`config.mk`:
```
export PLATFORM = sky130hd
export DESIGN_NAME = lgc_logic_cell
export DESIGN_NICKNAME = d
export VERILOG_FILES = /design/src/hw/lgc_pkg.sv /design/src/hw/lgc_logic_cell.sv
export VERILOG_INCLUDE_DIRS = /design/src /design/src/hw
export SDC_FILE = /design/constraint.sdc
export NUM_CORES = 1
export LEC_CHECK = 0
export ABC_AREA = 1
export BUFFER_PORTS_ARGS = -buffer_cell sky130_fd_sc_hd__buf_2
export CAP_MARGIN = 5
export CORE_MARGIN = 2
export CORE_UTILIZATION = 50
export CTS_BUF_LIST = sky130_fd_sc_hd__clkbuf_4 sky130_fd_sc_hd__clkbuf_8
export DETAILED_ROUTE_END_ITERATION = 10
export GPL_ROUTABILITY_DRIVEN = 0
export GPL_TIMING_DRIVEN = 1
export PLACE_DENSITY = 0.83
export SLEW_MARGIN = 20
export SYNTH_ARGS = -nofsm -noshare
export SYNTH_HDL_FRONTEND = slang
export SYNTH_SLANG_ARGS = --single-unit
```
`constraint.sdc`:
```
create_clock -name aclk -period 2.7 [get_ports aclk]
set_input_delay 0.27 -clock aclk [delete_from_list [all_inputs] [get_ports aclk]]
set_output_delay 0.27 -clock aclk [all_outputs]
set_load 0.05 [all_outputs]
```
`src/hw/lgc_defs.svh`:
```
// Purpose: Register offsets, field positions and reset values of the cell.
// Assumes: Included by the cell package and design files by bare name.
// Notes:   Definitions only.
`ifndef LGC_DEFS_SVH
`define LGC_DEFS_SVH

// ============================================================
// Register byte offsets.
`define LGC_OFS_FTAB   8'h00
`define LGC_OFS_GTAB   8'h04
`define LGC_OFS_HTAB   8'h08
`define LGC_OFS_CTRL   8'h0C
`define LGC_OFS_STAT   8'h10

// ============================================================
// Reset values of the configuration registers.
`define LGC_RST_QTAB   16'h0000
`define LGC_RST_HTAB   8'h00
`define LGC_RST_CTRL   15'h0000

// ============================================================
// Control register field positions.
`define LGC_C_H0SEL    0
`define LGC_C_H2SEL    1
`define LGC_C_XSEL     2
`define LGC_C_YSEL     3
`define LGC_C_DSEL0    4
`define LGC_C_DSEL1    6
`define LGC_C_INV0     8
`define LGC_C_SETV0    10
`define LGC_C_LATCH    12
`define LGC_C_CEUSE    13
`define LGC_C_SRUSE    14

// ============================================================
// Bus response codes.
`define LGC_RESP_OKAY  2'h0
`define LGC_RESP_SLV   2'h2

`endif

```
`src/hw/lgc_pkg.sv`:
```
// Purpose: Types shared by the logic cell design.
// Assumes: lgc_defs.svh is on the include path.
// Notes:   Constants live in the defines header.
`default_nettype none
`include "lgc_defs.svh"

package lgc_pkg;

  // ============================================================
  // Storage element data source selection.
  typedef enum logic [1:0] {
    LGC_SRC_F   = 2'h0,
    LGC_SRC_G   = 2'h1,
    LGC_SRC_H   = 2'h2,
    LGC_SRC_DIN = 2'h3
  } lgc_src_t;

  // Register decode result.
  typedef enum logic [2:0] {
    LGC_REG_F    = 3'h0,
    LGC_REG_G    = 3'h1,
    LGC_REG_H    = 3'h2,
    LGC_REG_CTRL = 3'h3,
    LGC_REG_STAT = 3'h4,
    LGC_REG_NONE = 3'h7
  } lgc_reg_t;

endpackage : lgc_pkg
`default_nettype wire

```
`src/hw/lgc_logic_cell.sv`:
```
// Purpose: One configurable logic cell with an AXI4-Lite config port.
// Assumes: All cell inputs are synchronous to aclk.
// Notes:   Cell clock edges are detected by sampling against aclk.
//
// Overview of operation
// - Two 16-entry one-bit tables each give any function of four inputs.
// - A third table gives any function of its three inputs.
// - Two third-table inputs are muxed from a quad table or a cell input.
// - The three tables together cover any five-input function.
// - Two combinational outputs leave the cell, each registered on aclk.
// - Two storage elements take a table output or the direct input.
// - The aux input reaches either element through the third table.
// - Both elements share clock, clock enable and set/reset.
// - Global init forces both elements to their configured value.
// - Set/reset forces the value, else an enabled edge captures data.
// - In latch mode an element passes data while clock low and enabled.
// - Every storage element has a clock enable.
// - Each element picks the rising or falling edge of the clock.
// - Unused enable is active, unused set/reset inactive, active high.
// - Each element's set-or-reset choice also sets its init state.
// - Outputs pick first table or third table, second table or third.
//
// Our own choices: the register offsets and the AXI4-Lite register port.
`default_nettype none
`include "lgc_defs.svh"

module lgc_logic_cell
  import lgc_pkg::*;
#(
  parameter bit LATCH_SUPPORT = 1'b1
) (
  input  wire logic        aclk,                // System clock.
  input  wire logic        aresetn,             // Sync reset, active low.
  input  wire logic [7:0]  s_axi_awaddr,        // Write address.
  input  wire logic        s_axi_awvalid,       // Write address valid.
  output logic             s_axi_awready,       // Write address ready.
  input  wire logic [31:0] s_axi_wdata,         // Write data.
  input  wire logic [3:0]  s_axi_wstrb,         // Write byte strobes.
  input  wire logic        s_axi_wvalid,        // Write data valid.
  output logic             s_axi_wready,        // Write data ready.
  output logic [1:0]       s_axi_bresp,         // Write response.
  output logic             s_axi_bvalid,        // Write response valid.
  input  wire logic        s_axi_bready,        // Write response ready.
  input  wire logic [7:0]  s_axi_araddr,        // Read address.
  input  wire logic        s_axi_arvalid,       // Read address valid.
  output logic             s_axi_arready,       // Read address ready.
  output logic [31:0]      s_axi_rdata,         // Read data.
  output logic [1:0]       s_axi_rresp,         // Read response.
  output logic             s_axi_rvalid,        // Read data valid.
  input  wire logic        s_axi_rready,        // Read data ready.
  input  wire logic [3:0]  first_table_inputs,  // First quad table inputs.
  input  wire logic [3:0]  second_table_inputs, // Second quad table inputs.
  input  wire logic        aux_table_input,     // Third table input 1.
  input  wire logic        direct_in,           // Direct data input.
  input  wire logic        cell_clock,          // Shared storage clock.
  input  wire logic        cell_clock_enable,   // Shared enable, high.
  input  wire logic        cell_set_reset,      // Shared set/reset, high.
  input  wire logic        global_init,         // Global init, high.
  output logic             x_out,               // First comb output.
  output logic             y_out,               // Second comb output.
  output logic [1:0]       q_out                // Storage outputs.
);

  // ============================================================
  // Configuration registers and bus state.
  logic [15:0] cfg_f, next_cfg_f;
  logic [15:0] cfg_g, next_cfg_g;
  logic [7:0]  cfg_h, next_cfg_h;
  logic [14:0] cfg_c, next_cfg_c;
  logic        aw_full, next_aw_full;
  logic        w_full, next_w_full;
  logic [7:0]  aw_addr, next_aw_addr;
  logic [31:0] w_data, next_w_data;
  logic [3:0]  w_strb, next_w_strb;
  logic        bvalid, next_bvalid;
  logic [1:0]  bresp, next_bresp;
  logic        rvalid, next_rvalid;
  logic [1:0]  rresp, next_rresp;
  logic [31:0] rdata, next_rdata;
  lgc_reg_t    wr_sel;
  lgc_reg_t    rd_sel;
  logic        do_write;

  // Map a byte address onto a register.
  function automatic lgc_reg_t reg_decode(input logic [7:0] addr);
    case (addr)
      `LGC_OFS_FTAB: reg_decode = LGC_REG_F;
      `LGC_OFS_GTAB: reg_decode = LGC_REG_G;
      `LGC_OFS_HTAB: reg_decode = LGC_REG_H;
      `LGC_OFS_CTRL: reg_decode = LGC_REG_CTRL;
      `LGC_OFS_STAT: reg_decode = LGC_REG_STAT;
      default:       reg_decode = LGC_REG_NONE;
    endcase
  endfunction : reg_decode

  // Merge a write into a stored word under byte strobes.
  function automatic logic [31:0] merge(input logic [31:0] old_v,
                                        input logic [31:0] new_v,
                                        input logic [3:0]  strb);
    logic [31:0] res;
    res = old_v;
    for (int b = 0; b < 4; b++) begin
      if (strb[b]) begin
        res[b*8 +: 8] = new_v[b*8 +: 8];
      end
    end
    merge = res;
  endfunction : merge

  // ============================================================
  // Table paths and steering.
  logic       f_val, g_val, h_val;
  logic       h_in0, h_in2;
  logic [1:0] d_in;
  logic [1:0] clk_eff, clk_eff_prev;
  logic       clk_prev, next_clk_prev;
  logic       en_eff, sr_eff;
  logic [1:0] q, next_q;
  logic       x_r, next_x_r, y_r, next_y_r;

  // Quad tables and the third table with its input muxes.
  always_comb begin
    f_val = cfg_f[first_table_inputs];
    g_val = cfg_g[second_table_inputs];
    h_in0 = cfg_c[`LGC_C_H0SEL] ? g_val : cell_set_reset;
    h_in2 = cfg_c[`LGC_C_H2SEL] ? f_val : direct_in;
    h_val = cfg_h[{h_in2, aux_table_input, h_in0}];
  end

  // Data source select for each element, table or direct input.
  always_comb begin
    for (int i = 0; i < 2; i++) begin
      unique case (lgc_src_t'(cfg_c[`LGC_C_DSEL0 + 2*i +: 2]))
        LGC_SRC_F:   d_in[i] = f_val;
        LGC_SRC_G:   d_in[i] = g_val;
        LGC_SRC_H:   d_in[i] = h_val;
        LGC_SRC_DIN: d_in[i] = direct_in;
      endcase
    end
  end

  // Shared controls with defaults for unused enable and set/reset.
  always_comb begin
    en_eff  = !cfg_c[`LGC_C_CEUSE] || cell_clock_enable;
    sr_eff  = cfg_c[`LGC_C_SRUSE] && cell_set_reset;
    clk_eff = {cell_clock, cell_clock} ^ cfg_c[`LGC_C_INV0 +: 2];
    clk_eff_prev = {clk_prev, clk_prev} ^ cfg_c[`LGC_C_INV0 +: 2];
  end

  // Storage elements and the two registered combinational outputs.
  always_comb begin
    next_clk_prev = cell_clock;
    next_x_r = cfg_c[`LGC_C_XSEL] ? h_val : f_val;
    next_y_r = cfg_c[`LGC_C_YSEL] ? h_val : g_val;
    next_q   = q;
    for (int i = 0; i < 2; i++) begin
      if (global_init || sr_eff) begin
        next_q[i] = cfg_c[`LGC_C_SETV0 + i];
      end else if (LATCH_SUPPORT && cfg_c[`LGC_C_LATCH]) begin
        if (!clk_eff[i] && en_eff) begin
          next_q[i] = d_in[i];
        end
      end else if (clk_eff[i] && !clk_eff_prev[i] && en_eff) begin
        next_q[i] = d_in[i];
      end
    end
  end

  always_ff @(posedge aclk) begin
    if (!aresetn) begin
      q        <= 2'h0;
      clk_prev <= 1'b0;
      x_r      <= 1'b0;
      y_r      <= 1'b0;
    end else begin
      q        <= next_q;
      clk_prev <= next_clk_prev;
      x_r      <= next_x_r;
      y_r      <= next_y_r;
    end
  end

  // ============================================================
  // AXI4-Lite slave.
  always_comb begin
    wr_sel   = reg_decode(aw_addr);
    rd_sel   = reg_decode(s_axi_araddr);
    do_write = aw_full && w_full && !bvalid;
    next_aw_full = aw_full;
    next_w_full  = w_full;
    next_aw_addr = aw_addr;
    next_w_data  = w_data;
    next_w_strb  = w_strb;
    next_bvalid  = bvalid;
    next_bresp   = bresp;
    next_cfg_f   = cfg_f;
    next_cfg_g   = cfg_g;
    next_cfg_h   = cfg_h;
    next_cfg_c   = cfg_c;
    if (s_axi_awvalid && !aw_full) begin
      next_aw_full = 1'b1;
      next_aw_addr = s_axi_awaddr;
    end
    if (s_axi_wvalid && !w_full) begin
      next_w_full = 1'b1;
      next_w_data = s_axi_wdata;
      next_w_strb = s_axi_wstrb;
    end
    if (bvalid && s_axi_bready) begin
      next_bvalid = 1'b0;
    end
    if (do_write) begin
      next_aw_full = 1'b0;
      next_w_full  = 1'b0;
      next_bvalid  = 1'b1;
      next_bresp   = `LGC_RESP_OKAY;
      unique case (wr_sel)
        LGC_REG_F:
          next_cfg_f = 16'(merge({16'h0000, cfg_f}, w_data, w_strb));
        LGC_REG_G:
          next_cfg_g = 16'(merge({16'h0000, cfg_g}, w_data, w_strb));
        LGC_REG_H:
          next_cfg_h = 8'(merge({24'h000000, cfg_h}, w_data, w_strb));
        LGC_REG_CTRL:
          next_cfg_c = 15'(merge({17'h00000, cfg_c}, w_data, w_strb));
        LGC_REG_STAT: next_bresp = `LGC_RESP_OKAY;
        default:      next_bresp = `LGC_RESP_SLV;
      endcase
    end
  end

  // Read channel: one read outstanding, answer one cycle after address.
  always_comb begin
    next_rvalid = rvalid;
    next_rdata  = rdata;
    next_rresp  = rresp;
    if (rvalid && s_axi_rready) begin
      next_rvalid = 1'b0;
    end
    if (s_axi_arvalid && !rvalid) begin
      next_rvalid = 1'b1;
      next_rresp  = `LGC_RESP_OKAY;
      unique case (rd_sel)
        LGC_REG_F:    next_rdata = {16'h0000, cfg_f};
        LGC_REG_G:    next_rdata = {16'h0000, cfg_g};
        LGC_REG_H:    next_rdata = {24'h000000, cfg_h};
        LGC_REG_CTRL: next_rdata = {17'h00000, cfg_c};
        LGC_REG_STAT: next_rdata = {28'h0000000, y_r, x_r, q};
        default: begin
          next_rdata = 32'h00000000;
          next_rresp = `LGC_RESP_SLV;
        end
      endcase
    end
  end

  // Configuration is static apart from bus writes.
  always_ff @(posedge aclk) begin
    if (!aresetn) begin
      cfg_f   <= `LGC_RST_QTAB;
      cfg_g   <= `LGC_RST_QTAB;
      cfg_h   <= `LGC_RST_HTAB;
      cfg_c   <= `LGC_RST_CTRL;
      aw_full <= 1'b0;
      w_full  <= 1'b0;
      aw_addr <= 8'h00;
      w_data  <= 32'h00000000;
      w_strb  <= 4'h0;
      bvalid  <= 1'b0;
      bresp   <= `LGC_RESP_OKAY;
      rvalid  <= 1'b0;
      rresp   <= `LGC_RESP_OKAY;
      rdata   <= 32'h00000000;
    end else begin
      cfg_f   <= next_cfg_f;
      cfg_g   <= next_cfg_g;
      cfg_h   <= next_cfg_h;
      cfg_c   <= next_cfg_c;
      aw_full <= next_aw_full;
      w_full  <= next_w_full;
      aw_addr <= next_aw_addr;
      w_data  <= next_w_data;
      w_strb  <= next_w_strb;
      bvalid  <= next_bvalid;
      bresp   <= next_bresp;
      rvalid  <= next_rvalid;
      rresp   <= next_rresp;
      rdata   <= next_rdata;
    end
  end

  // Output drive.
  assign s_axi_awready = !aw_full;
  assign s_axi_wready  = !w_full;
  assign s_axi_bvalid  = bvalid;
  assign s_axi_bresp   = bresp;
  assign s_axi_arready = !rvalid;
  assign s_axi_rvalid  = rvalid;
  assign s_axi_rresp   = rresp;
  assign s_axi_rdata   = rdata;
  assign x_out         = x_r;
  assign y_out         = y_r;
  assign q_out         = q;
endmodule : lgc_logic_cell
`default_nettype wire

```
## Word-level counts from Yosys, hierarchy flattened

Index checks and enable logic that the tools add are counted.

| storage, ports and cells | value |
|---|---|
| register bits | 126 |
| output and inout bits | 45 |

| cells by class | value |
|---|---|
| order comparisons | 3 |
| eq/ne operators | 24 |
| multiplexer cells | 29 |
| bitwise gates (word level) | 3 |
| reduce and logical (&&, ||, !) cells | 47 |

Operators by type and width:

| kind | count |
|---|---|
| one-hot mux 16 bit (5 select lines) | 1 |
| == test 8 x 4 -> 1 bit, second input constant | 4 |
| one-hot mux 3 bit (5 select lines) | 2 |
| AND reduction 3 bit | 7 |
| 2-to-1 mux 1 bit | 19 |
| == test 8 x 3 -> 1 bit, second input constant | 2 |
| == test 8 x 5 -> 1 bit, second input constant | 2 |
| zero test 8 bit | 2 |
| logical AND 1 bit | 14 |
| == test 3 x 2 -> 1 bit, second input constant | 4 |
| less-than comparator 4 x 5 -> 1 bit, second input constant | 2 |
| OR reduction 5 bit | 2 |
| zero test 1 bit | 9 |
| binary-select mux 1 bit (select 4 bit) | 2 |
| == test 2 bit, second input constant | 4 |
| one-hot mux 1 bit (4 select lines) | 2 |
| == test 3 x 1 -> 1 bit, second input constant | 2 |
| == test 3 bit, second input constant | 2 |
| zero test 3 bit | 2 |
| != test 3 x 1 -> 1 bit, second input constant | 2 |
| nonzero test 3 bit | 2 |
| == test 2 x 1 -> 1 bit, second input constant | 2 |
| zero test 2 bit | 2 |
| less-than comparator 3 x 4 -> 1 bit, second input constant | 1 |
| 8 further kinds | 13 |

## Logic depth before layout (Yosys ltp)

| logic depth | value |
|---|---|
| depth after elaboration | 9 |
| depth in mapped cells | 15 |
| gate-level depth less buffers | 14 |

## Least setup slack after synthesis

Ideal clock, no wire load.

| timing | value |
|---|---|
| path kind | register -> register |
| from | reg rvalid (netlist: s_axi_rvalid) |
| to | reg rvalid (netlist: s_axi_rvalid) |
| library setup time | 0.115 ns |
| arrival | 1.769 ns |
| required time | 2.585 ns |
| slack | 0.817 ns |
| cell stages (with the launch flop) | 6 |
| buffers on the path | 1 |
| path through | dfxtp_1 -> inv_1 -> nand2_1 -> inv_1 -> clkbuf_1 -> o21a_1 |

| between the ends | value |
|---|---|
| cells in the longest elaborated chain, start to end | 3 |
| elaborated cells between the ends (all ways) | 5 |
| classes of those cells | 1 x mux; 4 x reduce/logical |

RTL lines:

| item | RTL line | RTL |
|---|---|---|
| start: declaration | lgc_logic_cell.sv:77 | `logic rvalid, next_rvalid;` |
| start signal: assignment | lgc_logic_cell.sv:286 | `rvalid <= next_rvalid;` |
| zero test 1 bit * | n/a |  |
| net s_axi_arready | lgc_logic_cell.sv:46 | `output logic s_axi_arready,` |
| logical AND 1 bit * | lgc_logic_cell.sv:240 | `if (s_axi_arvalid && !rvalid) begin` |
| 2-to-1 mux 1 bit / nonzero test 2 bit (equally long branches) | n/a |  |

Mark *: on every way through the listed nets, which the timed path passes. The rest lies on a longest branch.
A chain may end at the register's enable or synchronous reset.

## Final worst setup path

| timing | value |
|---|---|
| from | reg w_full |
| to | reg w_data[5] |

| between the ends | value |
|---|---|
| cells in the longest elaborated chain, start to end | 2 |

RTL lines:

| item | RTL line | RTL |
|---|---|---|
| start: declaration | lgc_logic_cell.sv:71 | `logic w_full, next_w_full;` |
| start signal: assignment | lgc_logic_cell.sv:280 | `w_full <= next_w_full;` |
| zero test 1 bit | lgc_logic_cell.sv:204 | `if (s_axi_wvalid && !w_full) begin` |
| logical AND 1 bit | lgc_logic_cell.sv:204 |  |
| end signal: assignment | lgc_logic_cell.sv:282 | `w_data <= next_w_data;` |
| end: declaration | lgc_logic_cell.sv:73 | `logic [31:0] w_data, next_w_data;` |

No other way between the ends.

==> impl_summary.md <==
STA
The final total negative setup slack is 0 ns. The top achievable clock speed is 494.5 MHz. The worst hold-check slack is 0.1063 ns. The count of final setup violators is 0. Setup repair after global routing left no endpoint under its margin. The clock period minus final worst setup slack is 2.022 ns. Headroom to the max-slew limit came out at between 40 and 50%. The post-route clock period utilization is between 70% and 80%.

The slew at the pin with the worst max-slew slack is 0.8319 ns. The max-slew violation total from the final report is 0. The final count of hold timing violations is 0. Across the routed clock network, the largest skew measured is 0.01197 ns. Across all setup checks in the final design, the least slack found is 0.6779 ns.

Power
For this design the total switching power over the nets is 897.5 µW. The analysis attributes to cell leakage a power of 0.002438 µW. The peak supply drop is 0.0003093 V.

Per report_power, the sequential group accounts for approximately 55% of the total. In this run switching power makes up 29.51% of total power. In this run the power density over the cells is 527.0 mW/mm². The combinational share of power is roughly an eighth. The internal power of the cells totals about 2100 µW. The share of total power dissipated in the clock network is 31.6%.

Clocking
The number of hold-repair buffers added at the cts stage is 0. TritonCTS created 9 clock buffers. Clock-pin slew was measured on the worst setup and hold paths at 0.10 ns. In this run the post-CTS setup repair buffer count came out at 0. TritonCTS built the clock tree.

The total number of clock tree sinks is around 110. The number of H-tree levels is 3. The clock reaches the later pin of the worst-skew pair after 0.38 ns. The buffer depth of the longest clock path is 2. The number of gates given a new drive strength after cts is 0. CTS placed an instance of sky130_fd_sc_hd__clkbuf_8 at the clock tree root.

Critical path
At the worst endpoint, the required time is 2.95 ns. The destination of the worst register-to-register timing path is w_data[5]. In this run the critical register-to-register path is launched from w_full. The data arrival time of the worst path is roughly 2.3 ns. In this run the worst path has a maximum fanout of 22. For the worst flop-to-flop path, the logic depth is 4. STA classifies the critical path startpoint as a flop. The worst setup path is captured at a flop.

The class of the most critical setup path is reg -> reg. The reg-to-reg setup timing slack is 0.68 ns.

Layout
The growth of design area from synthesis to finish is 11.54%. The number of diodes added for antenna fixing is 0. The total non-filler cell area in the finished layout is 0.005771 mm². The fraction of final layout cells with drive strength greater than 1 is around a fifth. The final-stage net count is 845. Cells fill 56.66% of the core in the end.

Global routing
The total overflow reported by the global router is 0. The first-pass GRT wire length is 20,680 µm. The global-route usage over all layers is 22.99%. The via count of the first global-routing pass is ~4,300. Entering global routing, the biggest net connects 78 pins. The initial antenna violation count is 0.

Route
After the first detailed-routing iteration, the DRC count stood at 438. After detailed routing, the number of remaining DRC violations is 0. The routed layout has roughly 4,800 vias. The total length of routed wires is roughly 13,000 µm. In the routed layout, each cell is associated on average with a via count of 5.258. The post-route antenna net violation count is 0. The detailed-routing iteration count for the pre-antenna-repair pass is 6.

In the final routed layout, each cell accounts on average for around 14 µm.

Floorplan
The number of rows created at floorplan is 37. The total I/O pin count is 118. The starting density of the core is 50.80%. The floorplan step defined a core boundary enclosing 0.01018 mm². The area enclosed by the die boundary is 0.01118 mm².

The die is 105.7 µm tall. The die boundary width is 105.7 µm.

Worst hold path
The hold path depth is 3. In this run the worst hold path is classified as in -> reg. In this run the most critical hold path is launched from s_axi_awaddr[6]. The terminating pin of the worst hold path is aw_addr[6].

Place
The count of port buffers added during placement is 81. Detailed placement ended at an HPWL of 9349 µm. The cell area after placement is 0.005578 mm².

OpenSTA, run right after detailed placement, puts the worst setup slack at ~0.58 ns.

Synth
The total standard cell area after synthesis is 0.005174 mm². Sequential cells were found to cover 41.79% of the synthesized design area. The number of register bits inferred by synthesis is 108. The average instance in the mapped netlist occupies 7.349 µm².

For this run, the number of Yosys warnings is 0. The number of instances in the synthesized netlist is about 700. The number of distinct library cells after synthesis is between 40 and 50.

Run
Max-cap violations in this run came to 0.

Run status
The flow ran to the end, and the final reports show no timing, DRC or antenna violations.
==> power by group through the flow <==
stage	Combinational, µW	Clock, µW	Sequential [µW]
finish	397	960	1680
global route	438	1050	1690
CTS	396	972	1680
detailed placement	394	0	1720
global placement	390	0	1720
floorplan	289	0	1730
==> worst max-delay path, stage by stage, from the launching register on <==
cell and delay (ns):
sky130_fd_sc_hd__dfxtp_1 0.33, sky130_fd_sc_hd__nor2_1 0.65, sky130_fd_sc_hd__inv_1 0.54, sky130_fd_sc_hd__o21ai_0 0.31
sky130_fd_sc_hd__a21oi_1 0.06
==> through the flow <==
stage	instances	power [µW]
CTS	913	3050
detailed placement	897	2113
floorplan	721	2018
global placement	897	2106
global route	913	3172
finish	913	3041
==> sequential cells by signal, indices dropped and copies added (netlist names) <==
name and flops:
aw_addr 8, aw_full 1, cfg_c 15, cfg_f 16, cfg_g 16, cfg_h 8
clk_prev 1, q_out 2, s_axi_bresp 1, s_axi_bvalid 1, s_axi_rdata 16, s_axi_rresp 1
s_axi_rvalid 1, w_data 16, w_full 1, w_strb 2, x_out 1, y_out 1
==> cell type report <==
cell class | count | area, µm²
Tap cell | 136 | 170.2
Clock inverter | 5 | 41.29
Sequential cell | 108 | 2162
Clock buffer | 11 | 151.4
Inverter | 96 | 362.8
Fill cell | 1011 | 4414
Timing Repair Buffer | 83 | 420.4
Multi-Input combinational cell | 474 | 2462
==> worst max-delay path by stage <==
stage / startpoint / end / slack [ns] / cells past startpoint
floorplan: s_axi_rvalid / s_axi_rvalid / 0.82 / 5
global placement: s_axi_wvalid / w_data[7] / 0.64 / 6
detailed placement: s_axi_wvalid / w_data[5] / 0.58 / 6
CTS: w_full / w_data[5] / 0.63 / 4
global route: w_full / w_data[5] / 0.33 / 4
finish: w_full / w_data[5] / 0.68 / 4
==> cells in the mapped netlist, drive strengths merged <==
master / instances / area, µm²
dfxtp: 108 / 2162
nand2: 105 / 404.1
inv: 96 / 362.9
o21ai: 91 / 455.4
a21oi: 80 / 415.4
nor2: 80 / 329.1
nand3: 39 / 210.2
buf: 24 / 178.9
clkbuf: 19 / 71.32
a211oi: 11 / 132.6
nor4: 9 / 86.33
o211ai: 9 / 77.57
nor3: 6 / 67.56
o221ai: 6 / 52.55
o22ai: 5 / 31.28
a21boi: 3 / 26.27
a22oi: 2 / 15.01
a31oi: 2 / 12.51
nand4: 2 / 33.78
o2111ai: 2 / 17.52
or2: 2 / 12.51
conb: 1 / 3.750
o21a: 1 / 7.510
o31ai: 1 / 7.510
==> routing by layer <==
metal,global-route usage [%],wire length (µm),up-vias
li1,-,-,2437
met1,32.43,5688,2135
met2,35.58,5645,209
met3,4.947,1139,20
met4,6.203,194,0
met5,0,0,-
==> cell families after synthesis <==
kind of cell	Yosys count	share of synthesized area, %
AND/OR/NAND/NOR	243	22.10
AO/OA/AOI/OAI	213	24.18
buffers and inverters	139	11.85
flip-flops	108	41.79
other	1	0.07248
==> cells in the final DEF (no fill, tap or decap), types with 5 or more instances in the layout <==
master,netlist,layout
sky130_fd_sc_hd__nor2_1,76,76
sky130_fd_sc_hd__o221ai_1,6,6
sky130_fd_sc_hd__a21oi_1,76,76
sky130_fd_sc_hd__inv_1,80,79
sky130_fd_sc_hd__buf_2,2,81
sky130_fd_sc_hd__o21ai_0,78,78
sky130_fd_sc_hd__nand2_1,101,101
sky130_fd_sc_hd__clkbuf_8,0,11
sky130_fd_sc_hd__nand3_1,36,36
sky130_fd_sc_hd__nor4_1,7,7
sky130_fd_sc_hd__o21ai_1,13,13
sky130_fd_sc_hd__conb_1,1,18
sky130_fd_sc_hd__dfxtp_1,108,108
sky130_fd_sc_hd__o22ai_1,5,5
sky130_fd_sc_hd__inv_2,15,16
sky130_fd_sc_hd__a211oi_2,10,10
sky130_fd_sc_hd__o211ai_1,7,7
(Power assumes the default switching activity.)
